==> config.mk <==
export PLATFORM = sky130hd
export DESIGN_NAME = srp_self_refresh
export DESIGN_NICKNAME = d
export VERILOG_FILES = /design/src/srp_pkg.sv /design/src/srp_refresh_if.sv /design/src/srp_refresh_engine.sv /design/src/srp_self_refresh.sv
export SDC_FILE = /design/constraint.sdc
export NUM_CORES = 1
export LEC_CHECK = 0
export BUFFER_PORTS_ARGS = -buffer_cell sky130_fd_sc_hd__buf_2
export CELL_PAD_IN_SITES_DETAIL_PLACEMENT = 1
export CELL_PAD_IN_SITES_GLOBAL_PLACEMENT = 1
export CORE_UTILIZATION = 43
export CTS_CLUSTER_SIZE = 28
export DETAILED_ROUTE_END_ITERATION = 7
export GPL_TIMING_DRIVEN = 0
export PLACE_DENSITY_LB_ADDON = 0.1
export SETUP_SLACK_MARGIN = 0.4
export SYNTH_ARGS = -nofsm -noshare
export SYNTH_HDL_FRONTEND = slang
export SYNTH_SLANG_ARGS = --single-unit
==> constraint.sdc <==
create_clock -name clk_i -period 2.35 [get_ports clk_i]
set_input_delay 0.47 -clock clk_i [delete_from_list [all_inputs] [get_ports clk_i]]
set_output_delay 0.47 -clock clk_i [all_outputs]
set_load 0.01 [all_outputs]
==> src/srp_pkg.sv <==
// package: constants, commands and helpers of the self refresh and partial array retention block
package srp_pkg;
    // mode register addresses
    localparam logic [7:0] MA_BANK_MASK = 8'h10;
    localparam logic [7:0] MA_SEG_MASK = 8'h11;
    // reset values of the mask registers (all unmasked)
    localparam logic [7:0] BANK_MASK_RST = 8'h00;
    localparam logic [7:0] SEG_MASK_RST = 8'h00;
    // timing
    localparam int CLK_MHZ = 50;
    localparam int REF_INT_NS = 3900;
    localparam int REF_INT_CYC = REF_INT_NS * CLK_MHZ / 1000;
    localparam int DWELL_CYC = 32'd300;
    localparam int XSR_CYC = 32'd12;
    // error flag positions
    localparam int ERR_PRE_CKE = 0;
    localparam int ERR_POST_NOP = 1;
    localparam int ERR_EARLY_EXIT = 2;
    localparam int ERR_EXIT_SEQ = 3;
    localparam int ERR_NO_REFRESH = 4;
    localparam int ERR_W = 5;
    // per-bank refreshes that stand in for one all-bank refresh
    localparam logic [3:0] PB_REF_COUNT = 4'h8;

    // NOP: deselect, or selected with CA[2:0] all high
    function automatic logic is_nop(input logic cs_n, input logic [9:0] ca);
        is_nop = cs_n | (ca[2:0] == 3'h7);
    endfunction

    // CA0 low, CA1 low, CA2 high: self refresh entry with CKE low, refresh with CKE high
    function automatic logic is_l_l_h(input logic cs_n, input logic [9:0] ca);
        is_l_l_h = ~cs_n & (ca[2:0] == 3'h4);
    endfunction
endpackage

==> src/srp_refresh_if.sv <==
// interface: link between the sequencer and the internal refresh engine
`timescale 1ns/1ps
interface srp_refresh_if;
    logic run;
    logic temp_high;
    logic [7:0] bank_mask;
    logic [7:0] seg_mask;
    logic pulse;
    logic [7:0] banks;
    logic [2:0] segment;

    modport seq (output run, temp_high, bank_mask, seg_mask, input pulse, banks, segment);
    modport eng (input run, temp_high, bank_mask, seg_mask, output pulse, banks, segment);
endinterface

==> src/srp_refresh_engine.sv <==
// module: internal refresh timer that walks segments while self refresh runs
`timescale 1ns/1ps
module srp_refresh_engine #(
    parameter int REF_INT = srp_pkg::REF_INT_CYC,
    parameter bit LARGE_DENSITY = 1'b1
) (
    input wire logic clk_i,
    input wire logic rstn_i,
    srp_refresh_if.eng rif
);
    logic [15:0] timer_reg;
    logic [2:0] seg_reg;
    logic [15:0] interval;
    logic [7:0] bank_live;
    logic seg_live;

    // cool parts refresh at half rate to save power
    always_comb begin
        interval = rif.temp_high ? 16'(REF_INT) : 16'(2 * REF_INT);
    end

    // banks that exist and are unmasked; a 1 bit means masked
    always_comb begin
        bank_live = ~rif.bank_mask;
        if (!LARGE_DENSITY) begin
            bank_live[7:4] = 4'h0;
        end
    end

    // segment gating applies to every bank alike
    always_comb begin
        seg_live = LARGE_DENSITY ? ~rif.seg_mask[seg_reg] : 1'b1;
    end

    // timer: first refresh fires on the first cycle of a run
    always_ff @(posedge clk_i or negedge rstn_i) begin
        if (!rstn_i) begin
            timer_reg <= 16'h0000;
        end else if (!rif.run) begin
            timer_reg <= 16'h0000;
        end else if (timer_reg == 16'h0000) begin
            timer_reg <= interval - 16'h0001;
        end else begin
            timer_reg <= timer_reg - 16'h0001;
        end
    end

    // segment walk and refresh pulse
    always_ff @(posedge clk_i or negedge rstn_i) begin
        if (!rstn_i) begin
            seg_reg <= 3'h0;
            rif.pulse <= 1'b0;
            rif.banks <= 8'h00;
            rif.segment <= 3'h0;
        end else begin
            rif.pulse <= 1'b0;
            if (!rif.run) begin
                seg_reg <= 3'h0;
            end else if (timer_reg == 16'h0000) begin
                seg_reg <= seg_reg + 3'h1;
                rif.segment <= seg_reg;
                rif.banks <= seg_live ? bank_live : 8'h00;
                rif.pulse <= seg_live & (|bank_live);
            end
        end
    end
endmodule

==> src/srp_self_refresh.sv <==
// module: self refresh entry, residency and exit sequencer with mask registers
`timescale 1ns/1ps
module srp_self_refresh #(
    parameter int DWELL = srp_pkg::DWELL_CYC,
    parameter int XSR = srp_pkg::XSR_CYC,
    parameter int REF_INT = srp_pkg::REF_INT_CYC,
    parameter bit LARGE_DENSITY = 1'b1
) (
    input wire logic clk_i,
    input wire logic rstn_i,
    input wire logic ck_i,
    input wire logic cke_i,
    input wire logic cs_n_i,
    input wire logic [9:0] ca_i,
    input wire logic temp_high_i,
    output logic self_refresh_o,
    output logic core_clk_en_o,
    output logic cmd_ready_o,
    output logic [srp_pkg::ERR_W-1:0] protocol_err_o,
    output logic refresh_pulse_o,
    output logic [7:0] refresh_banks_o,
    output logic [2:0] refresh_segment_o,
    output logic [7:0] bank_refresh_mask_o,
    output logic [7:0] segment_refresh_mask_o
);
    typedef enum logic [2:0] {
        ST_ACTIVE,
        ST_ENTRY_NOP,
        ST_SELF_REF,
        ST_EXIT_WAIT,
        ST_EXIT_XSR
    } srp_state_t;

    srp_state_t state_reg;
    srp_state_t state_next;

    // pin synchronisers: {temp, ck, cke, cs_n, ca}
    logic [13:0] sync1_reg;
    logic [13:0] sync2_reg;
    logic ck_prev_reg;
    logic ck_rise;
    logic cke_s;
    logic cs_n_s;
    logic [9:0] ca_s;
    logic temp_s;

    logic cke_prev_reg;
    logic [15:0] dwell_cnt_reg;
    logic dwell_met;
    logic [15:0] xsr_cnt_reg;
    logic [7:0] bank_mask_reg;
    logic [7:0] seg_mask_reg;
    logic mrw_pend_reg;
    logic [7:0] mrw_addr_reg;
    logic refreshed_reg;
    logic [3:0] pb_cnt_reg;
    logic [srp_pkg::ERR_W-1:0] err_reg;
    logic self_ref_reg;
    logic clk_en_reg;
    logic ready_reg;
    logic entry_cmd;
    logic cmd_nop;
    logic ref_cmd;

    srp_refresh_if rif ();

    // two flip-flops on every pin before use
    always_ff @(posedge clk_i or negedge rstn_i) begin
        if (!rstn_i) begin
            sync1_reg <= 14'h0000;
            sync2_reg <= 14'h0000;
        end else begin
            sync1_reg <= {temp_high_i, ck_i, cke_i, cs_n_i, ca_i};
            sync2_reg <= sync1_reg;
        end
    end

    // synchronised pin names
    assign temp_s = sync2_reg[13];
    assign cke_s = sync2_reg[11];
    assign cs_n_s = sync2_reg[10];
    assign ca_s = sync2_reg[9:0];

    // external clock edge detect on the synchronised copy
    always_ff @(posedge clk_i or negedge rstn_i) begin
        if (!rstn_i) begin
            ck_prev_reg <= 1'b0;
        end else begin
            ck_prev_reg <= sync2_reg[12];
        end
    end

    assign ck_rise = sync2_reg[12] & ~ck_prev_reg;

    // command decode at a clock rise
    assign cmd_nop = srp_pkg::is_nop(cs_n_s, ca_s);
    assign entry_cmd = ~cke_s & srp_pkg::is_l_l_h(cs_n_s, ca_s);
    assign ref_cmd = cke_s & srp_pkg::is_l_l_h(cs_n_s, ca_s);

    // cke level held at the previous clock rise
    always_ff @(posedge clk_i or negedge rstn_i) begin
        if (!rstn_i) begin
            cke_prev_reg <= 1'b1;
        end else if (ck_rise) begin
            cke_prev_reg <= cke_s;
        end
    end

    // sequencer next state
    always_comb begin
        state_next = state_reg;
        case (state_reg)
            ST_ACTIVE: begin
                if (ck_rise && entry_cmd) begin
                    state_next = ST_ENTRY_NOP;
                end
            end
            ST_ENTRY_NOP: begin
                if (ck_rise) begin
                    state_next = ST_SELF_REF;
                end
            end
            ST_SELF_REF: begin
                // only cke is watched here; clock may be stopped
                if (cke_s) begin
                    state_next = ST_EXIT_WAIT;
                end
            end
            ST_EXIT_WAIT: begin
                if (!cke_s) begin
                    state_next = ST_SELF_REF;
                end else if (ck_rise) begin
                    state_next = ST_EXIT_XSR;
                end
            end
            ST_EXIT_XSR: begin
                if (xsr_cnt_reg == 16'h0000) begin
                    state_next = ST_ACTIVE;
                end
            end
            default: begin
                state_next = ST_ACTIVE;
            end
        endcase
    end

    // sequencer state register
    always_ff @(posedge clk_i or negedge rstn_i) begin
        if (!rstn_i) begin
            state_reg <= ST_ACTIVE;
        end else begin
            state_reg <= state_next;
        end
    end

    // residency counter, saturates once the dwell is met
    always_ff @(posedge clk_i or negedge rstn_i) begin
        if (!rstn_i) begin
            dwell_cnt_reg <= 16'h0000;
        end else if (state_reg == ST_ACTIVE) begin
            dwell_cnt_reg <= 16'h0000;
        end else if (!dwell_met) begin
            dwell_cnt_reg <= dwell_cnt_reg + 16'h0001;
        end
    end

    assign dwell_met = dwell_cnt_reg >= 16'(DWELL);

    // exit interval countdown from the first clock rise after the cycle in which cke is first seen high
    always_ff @(posedge clk_i or negedge rstn_i) begin
        if (!rstn_i) begin
            xsr_cnt_reg <= 16'h0000;
        end else if (state_reg == ST_EXIT_WAIT) begin
            xsr_cnt_reg <= 16'(XSR - 1);
        end else if (state_reg == ST_EXIT_XSR && xsr_cnt_reg != 16'h0000) begin
            xsr_cnt_reg <= xsr_cnt_reg - 16'h0001;
        end
    end

    // mode register write: address beat then data beat on ca[9:2]
    always_ff @(posedge clk_i or negedge rstn_i) begin
        if (!rstn_i) begin
            mrw_pend_reg <= 1'b0;
            mrw_addr_reg <= 8'h00;
        end else if (state_reg != ST_ACTIVE || !ready_reg) begin
            mrw_pend_reg <= 1'b0;
        end else if (ck_rise) begin
            if (mrw_pend_reg) begin
                mrw_pend_reg <= 1'b0;
            end else if (cke_s && !cs_n_s && ca_s[3:0] == 4'h0) begin
                mrw_pend_reg <= 1'b1;
                mrw_addr_reg <= {2'b00, ca_s[9:4]};
            end
        end
    end

    // mask registers, 1 masks a bank or segment
    always_ff @(posedge clk_i or negedge rstn_i) begin
        if (!rstn_i) begin
            bank_mask_reg <= srp_pkg::BANK_MASK_RST;
            seg_mask_reg <= srp_pkg::SEG_MASK_RST;
        end else if (ck_rise && mrw_pend_reg && state_reg == ST_ACTIVE) begin
            if (mrw_addr_reg == srp_pkg::MA_BANK_MASK) begin
                bank_mask_reg <= ca_s[9:2];
            end else if (mrw_addr_reg == srp_pkg::MA_SEG_MASK) begin
                seg_mask_reg <= ca_s[9:2];
            end
        end
    end

    // refresh owed since the last exit
    always_ff @(posedge clk_i or negedge rstn_i) begin
        if (!rstn_i) begin
            refreshed_reg <= 1'b1;
            pb_cnt_reg <= 4'h0;
        end else if (state_reg == ST_EXIT_XSR && state_next == ST_ACTIVE) begin
            refreshed_reg <= 1'b0;
            pb_cnt_reg <= 4'h0;
        end else if (state_reg == ST_ACTIVE && ready_reg && ck_rise && ref_cmd) begin
            if (ca_s[3]) begin
                refreshed_reg <= 1'b1;
            end else if (pb_cnt_reg == srp_pkg::PB_REF_COUNT - 4'h1) begin
                refreshed_reg <= 1'b1;
            end else begin
                pb_cnt_reg <= pb_cnt_reg + 4'h1;
            end
        end
    end

    // sticky protocol error flags, cleared only by reset
    always_ff @(posedge clk_i or negedge rstn_i) begin
        if (!rstn_i) begin
            err_reg <= '0;
        end else begin
            if (state_reg == ST_ACTIVE && ck_rise && entry_cmd) begin
                if (!cke_prev_reg) begin
                    err_reg[srp_pkg::ERR_PRE_CKE] <= 1'b1;
                end
                if (!refreshed_reg) begin
                    err_reg[srp_pkg::ERR_NO_REFRESH] <= 1'b1;
                end
            end
            if (state_reg == ST_ENTRY_NOP && ck_rise && !cmd_nop) begin
                err_reg[srp_pkg::ERR_POST_NOP] <= 1'b1;
            end
            if (state_reg == ST_SELF_REF && cke_s && !dwell_met) begin
                err_reg[srp_pkg::ERR_EARLY_EXIT] <= 1'b1;
            end
            if (state_reg == ST_EXIT_XSR && ck_rise && (!cke_s || !cmd_nop)) begin
                err_reg[srp_pkg::ERR_EXIT_SEQ] <= 1'b1;
            end
        end
    end

    // status flags: residency, clock gate and command acceptance
    always_ff @(posedge clk_i or negedge rstn_i) begin
        if (!rstn_i) begin
            self_ref_reg <= 1'b0;
            clk_en_reg <= 1'b1;
            ready_reg <= 1'b1;
        end else begin
            self_ref_reg <= state_next != ST_ACTIVE;
            clk_en_reg <= state_next == ST_ACTIVE || state_next == ST_EXIT_XSR;
            ready_reg <= state_next == ST_ACTIVE;
        end
    end

    // engine runs from entry until the exit interval ends
    assign rif.run = state_reg != ST_ACTIVE;
    assign rif.temp_high = temp_s;
    assign rif.bank_mask = bank_mask_reg;
    assign rif.seg_mask = seg_mask_reg;

    srp_refresh_engine #(
        .REF_INT(REF_INT),
        .LARGE_DENSITY(LARGE_DENSITY)
    ) u_engine (
        .clk_i(clk_i),
        .rstn_i(rstn_i),
        .rif(rif)
    );

    // outputs, each from a flip-flop
    assign self_refresh_o = self_ref_reg;
    assign core_clk_en_o = clk_en_reg;
    assign cmd_ready_o = ready_reg;
    assign protocol_err_o = err_reg;
    assign refresh_pulse_o = rif.pulse;
    assign refresh_banks_o = rif.banks;
    assign refresh_segment_o = rif.segment;
    assign bank_refresh_mask_o = bank_mask_reg;
    assign segment_refresh_mask_o = seg_mask_reg;
endmodule

After elaboration in Yosys (flattened, before gate mapping)
Cells that the tools add are included.
{"block": "op_classes", "mux": 33, "magnitude_cmp": 2, "n_eq_ne": 14, "add_sub_neg": 6, "bitwise_logic": 16, "n_reduce_logical": 47}
{"cell": "two-way mux 16 bit", "n": 6}
{"cell": "subtractor 16 x 1 -> 16 bit, second input constant", "n": 3}
{"cell": "zero test 16 bit", "n": 2}
{"cell": "two-way mux 3 bit", "n": 8}
{"cell": "logical AND 1 bit", "n": 18}
{"cell": "adder 16 x 1 -> 16 bit, second input constant", "n": 1}
{"cell": "greater-or-equal comparator 16 x 9 -> 1 bit, second input constant", "n": 1}
{"cell": "two-way mux 4 bit", "n": 4}
{"cell": "nonzero test 16 bit", "n": 1}
{"cell": "one-hot mux 3 bit (5 select lines)", "n": 1}
{"cell": "equality test 3 bit, second input constant", "n": 4}
{"cell": "equality test 6 x 5 -> 1 bit, second input constant", "n": 2}
{"cell": "two-way mux 1 bit", "n": 11}
{"cell": "AND reduction 2 bit", "n": 5}
{"cell": "two-way mux 9 bit", "n": 1}
{"cell": "NOT 1 bit", "n": 9}
{"cell": "nonzero test 3 bit", "n": 3}
{"cell": "two-way mux 8 bit", "n": 1}
{"cell": "NOT 8 bit", "n": 1}
{"cell": "OR reduction 8 bit", "n": 1}
{"cell": "equality test 3 x 2 -> 1 bit, second input constant", "n": 2}
{"cell": "zero test 3 bit", "n": 2}
{"cell": "AND reduction 3 bit", "n": 2}
{"cell": "nonzero test 2 bit", "n": 3}
{"cell": "14 further kinds", "n": 26}
{"block": "word_totals", "regBits": 132, "inputBits": 16, "wordCells": 144, "output_inout_bits": 36}

Depth between registers and ports, before layout
{"block": "depth", "depth_word": 10, "mapped_depth": 10, "ltp_nobuf": 8}

Cells and area by module
From an unflattened synthesis, not the netlist that was laid out.
{"block": "hier_totals", "hier_cells": 485, "hier_area_um2": 5671.7}
{"mod": "srp_self_refresh", "instances": 1, "cells_per_inst": 329, "seq_area_each_um2": 2532.4, "area_each_um2": 4058.9}
{"mod": "srp_refresh_engine", "instances": 1, "cells_per_inst": 156, "seq_area_each_um2": 775.7, "area_each_um2": 1612.8}

Worst setup path before layout
No wires, ideal clock.
{"block": "synth_path", "path_type": "reg2reg", "start": "reg u_engine.timer_reg[9]", "end": "reg u_engine.timer_reg[10]", "path_stages_with_launch": 10, "n_path_buf": 1, "period_less_slack_ps": 2459, "setup_ps": 142, "required_ps": 2208, "t_arrival_ps": 2318, "path_slack_ps": -109, "cell_sequence": "dfrtp_1 or4_4 or2_2 clkbuf_1 nor2_1 a21oi_1 ha_1 nand2_1 a2111oi_0 mux2i_1"}
{"block": "synth_between", "elab_chain_cells": 3, "elab_cells_between_ends": 4, "cone_classes": "1 x add/sub; 2 x mux; 1 x reduce/logical"}
{"element": "start: declaration", "line_no": "srp_refresh_engine.sv:11", "rtl": "logic [15:0] timer_reg;"}
{"element": "start signal: assignment", "line_no": "srp_refresh_engine.sv:42", "rtl": "timer_reg <= interval - 16'h0001;"}
{"element": "start signal: assignment", "line_no": "srp_refresh_engine.sv:44", "rtl": "timer_reg <= timer_reg - 16'h0001;"}
{"element": "subtractor 16 x 1 -> 16 bit or zero test 16 bit (tied branches)", "line_no": "srp_refresh_engine.sv:44, srp_refresh_engine.sv:41"}
{"element": "two-way mux 16 bit (*)", "line_no": "srp_refresh_engine.sv:41", "rtl": "end else if (timer_reg == 16'h0000) begin"}
{"element": "two-way mux 16 bit (*)", "line_no": "srp_refresh_engine.sv:39", "rtl": "end else if (!rif.run) begin"}
Mark *: on every way between the ends. The rest lies on a longest branch, timed or not.
A chain may end at the register's enable or synchronous reset.

Worst setup path in the final report
{"block": "layout_path", "start": "reg u_engine.timer_reg[7]", "end": "reg u_engine.rif.segment[1]"}
{"block": "layout_between", "elab_chain_cells": 2}
{"element": "zero test 16 bit", "line_no": "srp_refresh_engine.sv:59", "rtl": "end else if (timer_reg == 16'h0000) begin"}
{"element": "AND reduction 2 bit (no line)"}
{"element": "end signal: assignment", "line_no": "srp_refresh_engine.sv:61", "rtl": "rif.segment <= seg_reg;"}
{"element": "end: declaration", "line_no": "srp_refresh_if.sv:13", "rtl": "modport eng (input run, temp_high, bank_mask, seg_mask, output pulse, banks, segment);"}
No other way between the ends.

==> results.py <==
metrics = {
    "critical_path": {
        "startpoint": "u_engine.timer_reg[7]",
        "setup.worst_path.end_class": "flip-flop",
        "worst-endpoint-arrival_ps": 2550,
        "critPathLaunchType": "flip-flop",
        "worstPathMaxFanout": 5,
        "worst-endpoint-required_ps": 2650,
        "r2r_start": "u_engine.timer_reg[7]",
        "timing.setup.critical_path_class": "reg2reg",
    },
    "yosys": {
        "proportion_of_netlist_area_held_by_the_largest_area_contributor_pct": 55.9,
        "synth_top_cells_by_area": "sky130_fd_sc_hd__dfrtp_1 56%, sky130_fd_sc_hd__mux2_2 6.9%, sky130_fd_sc_hd__mux2i_1 3.1%",
        "ys_ff_latch": 132,
        "async_reset_ff_share_pct": 100,
        "postSynthCellCount": 494,
        "syn-mean-instance-area_um2": 11.6,
        "synth_edf_count": 0,
        "synth.yosys.warnings": 0,
        "synth.cell_area_um2": 5730,
        "postSynthNetCount": 516,
        "synthDominantAreaCellType": "sky130_fd_sc_hd__dfrtp_1",
        "synth_cell_types": 60,
        "seq_area_frac_synth_pct": 57.7,
        "synth_top_flop_cell": "sky130_fd_sc_hd__dfrtp_1",
    },
    "timing": {
        "final.hold.worst_slack_ps": 152,
        "transition_at_the_pin_with_the_smallest_max_transition_slack_ps": 622,
        "postLayoutSetupSlackWorst_ps": 103,
        "final_hold_violating_endpoints": 0,
        "worst_slew_margin_rel_pct": 57.5,
        "final_min_period_over_clock_period_pct": 95.6,
        "report.final.slew_viol_count": 0,
        "report.final.setup_viol": 0,
        "achievable-frequency_ghz": 0.445,
        "clock_skew_ps": 8.02,
        "period_minus_slack_ps": 2250,
        "rsz_0062_raised_after_global_routing": "true",
    },
    "pwr": {
        "leakagePower_uw": 0.00355,
        "p_comb_share_pct": 36.0,
        "internal-power_uw": 5570,
        "power-per-cell-area_nw_per_um2": 1100,
        "clkPwrFrac_pct": 30.2,
        "largest_voltage_drop_on_the_vdd_net_v": 0.000657,
        "switching_power_uw": 3120,
        "switching_share_pct": 35.9,
        "sequentialPowerShare_pct": 33.8,
    },
    "placement": {
        "place_hpwl_um": 9310,
        "finalWeightedCongestion": 0.770,
        "port_buffers": 51,
        "pre_cts_slack_ps": -213,
    },
    "hold_path": {
        "hold_path_class": "in2reg",
        "hold_path.startpoint": "cs_n_i",
    },
    "cells_and_area": {
        "flow.area_growth_from_synthesis_pct": 37.3,
        "diode_count": 0,
        "num-nets-final": 640,
        "post_route_cells_drive_above_1_share_pct": 42.9,
    },
    "route": {
        "antenna_left": 0,
        "drt-wirelength-per-cell_um": 19.7,
        "dr.first_iter.drc_count": 209,
        "dr_total_vias": 4527,
        "via_per_inst": 5.64,
        "firstDrtPassIters": 5,
        "postRouteWirelength_um": 15800,
        "remaining_routing_drc_violations": 0,
    },
    "global_routing": {
        "globalRouteTotalUtil_pct": 23.3,
        "antenna_found_initial": 0,
        "grt_pass1_vias": 4841,
        "gr_ovfl_total": 0,
        "wire_length_of_the_first_global_routing_pass_um": 25100,
        "grt_start_max_net_pins": 85,
    },
    "floorplanning": {
        "die_width_um": 117,
        "top_level_ports": 52,
        "fp-row-count": 41,
        "core_region_area_um2": 12800,
        "floorplan.die.height_um": 117,
        "initial_standard_cell_utilization_of_the_core_pct": 44.7,
        "floorplan.die_area_um2": 13800,
    },
    "cts": {
        "clock-sinks": 132,
        "clk-insertion-delay-late_ps": 420,
        "tritoncts.num_buffers": 17,
        "max_clock_buf_depth": 2,
        "ctsHtreeMaxLevel": 4,
        "clk_pin_slew_ps": 60,
        "tritoncts": "yes",
        "cts.root.buffer_cell": "sky130_fd_sc_hd__clkbuf_16",
    },
    "outcome": {
        "status": "finished clean",
    },
    "flow_run": {
        "max_cap_viol_count": 0,
    },
}
cells in the mapped netlist, types with 3 or more instances:
master                      number
sky130_fd_sc_hd__a2111oi_0       7
sky130_fd_sc_hd__a211o_1         3
sky130_fd_sc_hd__a211oi_1        6
sky130_fd_sc_hd__a21oi_1        25
sky130_fd_sc_hd__a31oi_1         4
sky130_fd_sc_hd__and2_1          8
sky130_fd_sc_hd__clkbuf_1       20
sky130_fd_sc_hd__dfrtp_1       128
sky130_fd_sc_hd__dfstp_2         4
sky130_fd_sc_hd__ha_1            6
sky130_fd_sc_hd__inv_1          10
sky130_fd_sc_hd__mux2_2         35
sky130_fd_sc_hd__mux2i_1        18
sky130_fd_sc_hd__nand2_1        35
sky130_fd_sc_hd__nand2b_1       12
sky130_fd_sc_hd__nand3_1         9
sky130_fd_sc_hd__nand3b_1        4
sky130_fd_sc_hd__nand4_1         8
sky130_fd_sc_hd__nor2_1         33
sky130_fd_sc_hd__nor3_1         12
sky130_fd_sc_hd__nor3b_1         3
sky130_fd_sc_hd__nor4_1         10
sky130_fd_sc_hd__o211ai_1        4
sky130_fd_sc_hd__o21ai_0        20
sky130_fd_sc_hd__o21bai_1        3
sky130_fd_sc_hd__o31ai_1         3
sky130_fd_sc_hd__or2_2           3
sky130_fd_sc_hd__or3_1          10
sky130_fd_sc_hd__or4_1          11
final timing paths:
check / endpoint / slack [ps] / cells after the start
worst max-delay path: u_engine.rif.segment[1] / 100 / 7
worst min-delay path: sync1_reg[10] / 150 / 1
worst max register to register: u_engine.rif.segment[1] / 100 / 7
worst min register to register: sync2_reg[6] / 350 / 0
max in group asynchronous: u_engine.timer_reg[4] / 1020 / 3
min in group asynchronous: xsr_cnt_reg[4] / 550 / 2
cells in the final DEF (no fill, tap or decap), drive strengths merged, types with 2 or more instances in the layout:
master,synthesis,layout
a31o,2,2
nand3,9,9
and2,8,8
or3b,2,2
nor4b,3,3
o21bai,3,3
buf,3,114
a211oi,6,6
nand4,8,8
nor3b,3,3
o21ai,21,21
clkinv,0,2
ha,6,6
o211ai,4,4
a31oi,4,4
nor3,13,13
nand2,35,35
o311ai,2,2
a21oi,25,25
a2111oi,7,7
a41o,2,2
dfstp,4,4
mux2i,18,18
xnor2,2,2
or2,3,3
dfrtp,128,128
nand3b,4,4
or3,12,12
clkinvlp,0,2
mux4,2,2
nand2b,12,12
a211o,3,3
o31ai,3,3
nor2,33,33
mux2,35,35
or4,12,12
inv,10,18
nor4,11,11
clkbuf,20,32
cell families after synthesis:
group	count (synthesis)	synth area share [%]
AND/OR/NAND/NOR	175	17.1
flip-flops	132	57.7
AO/OA/AOI/OAI	91	10.5
multiplexers	55	10.8
buffers and inverters	33	2.27
adder cells (fa/ha/maj)	6	1.31
XOR/XNOR	2	0.306
critical path: stages, from the launching register on:
cell and delay, ps:
sky130_fd_sc_hd__dfrtp_1 380, sky130_fd_sc_hd__or3_4 390, sky130_fd_sc_hd__buf_8 130, sky130_fd_sc_hd__nand3b_1 260
sky130_fd_sc_hd__buf_6 190, sky130_fd_sc_hd__nor3_4 250, sky130_fd_sc_hd__buf_6 180, sky130_fd_sc_hd__mux2_2 330
metrics by stage:
step	cell area (um^2)	power, uW	instances	utilization, %	setup TNS, ps
2_1_floorplan	5910	4490	494	-	0
3_3_place_gp	6380	5080	717	49.8	-125440
3_5_place_dp	6420	5170	718	50.0	-2120
4_1_cts	7400	8300	776	57.7	0
5_1_grt	7870	9130	803	61.4	0
6_report	7870	8690	803	61.4	0
metal layers:
metal | GRT usage, % | part of all wire [%]
met1 | 29.4 | 43
met2 | 39.5 | 52
met3 | 5.35 | 3.4
met4 | 7.22 | 1.4
met5 | 0 | 0
power groups by stage:
stage | logic, uW | clock network (uW) | registers, uW
global placement | 2140 | 0 | 2930
detailed placement | 2220 | 0 | 2960
global route | 3370 | 2780 | 2990
floorplan | 1560 | 0 | 2930
finish | 3130 | 2620 | 2940
CTS | 2710 | 2660 | 2920
what timing repair did:
| item | CTS | global route |
|---|---|---|
| gates cloned | 1 | 0 |
| hold endpoints to repair | 40 | 0 |
| hold buffers | 1 | 0 |
| pin swaps | 23 | 22 |
| setup buffers | 24 | 27 |
| endpoints found under the setup margin | 71 | 89 |
| gates resized for setup | 49 | 80 |
final cells by class:
type	count	area, um^2
Buffer	23	188
Clock buffer	19	453
Clock inverter	13	131
Fill cell	1301	4950
Inverter	10	37.5
Multi-Input combinational cell	329	2800
Sequential cell	132	3310
Tap cell	172	215
Timing Repair Buffer	105	732
(Power assumes the default switching activity.)
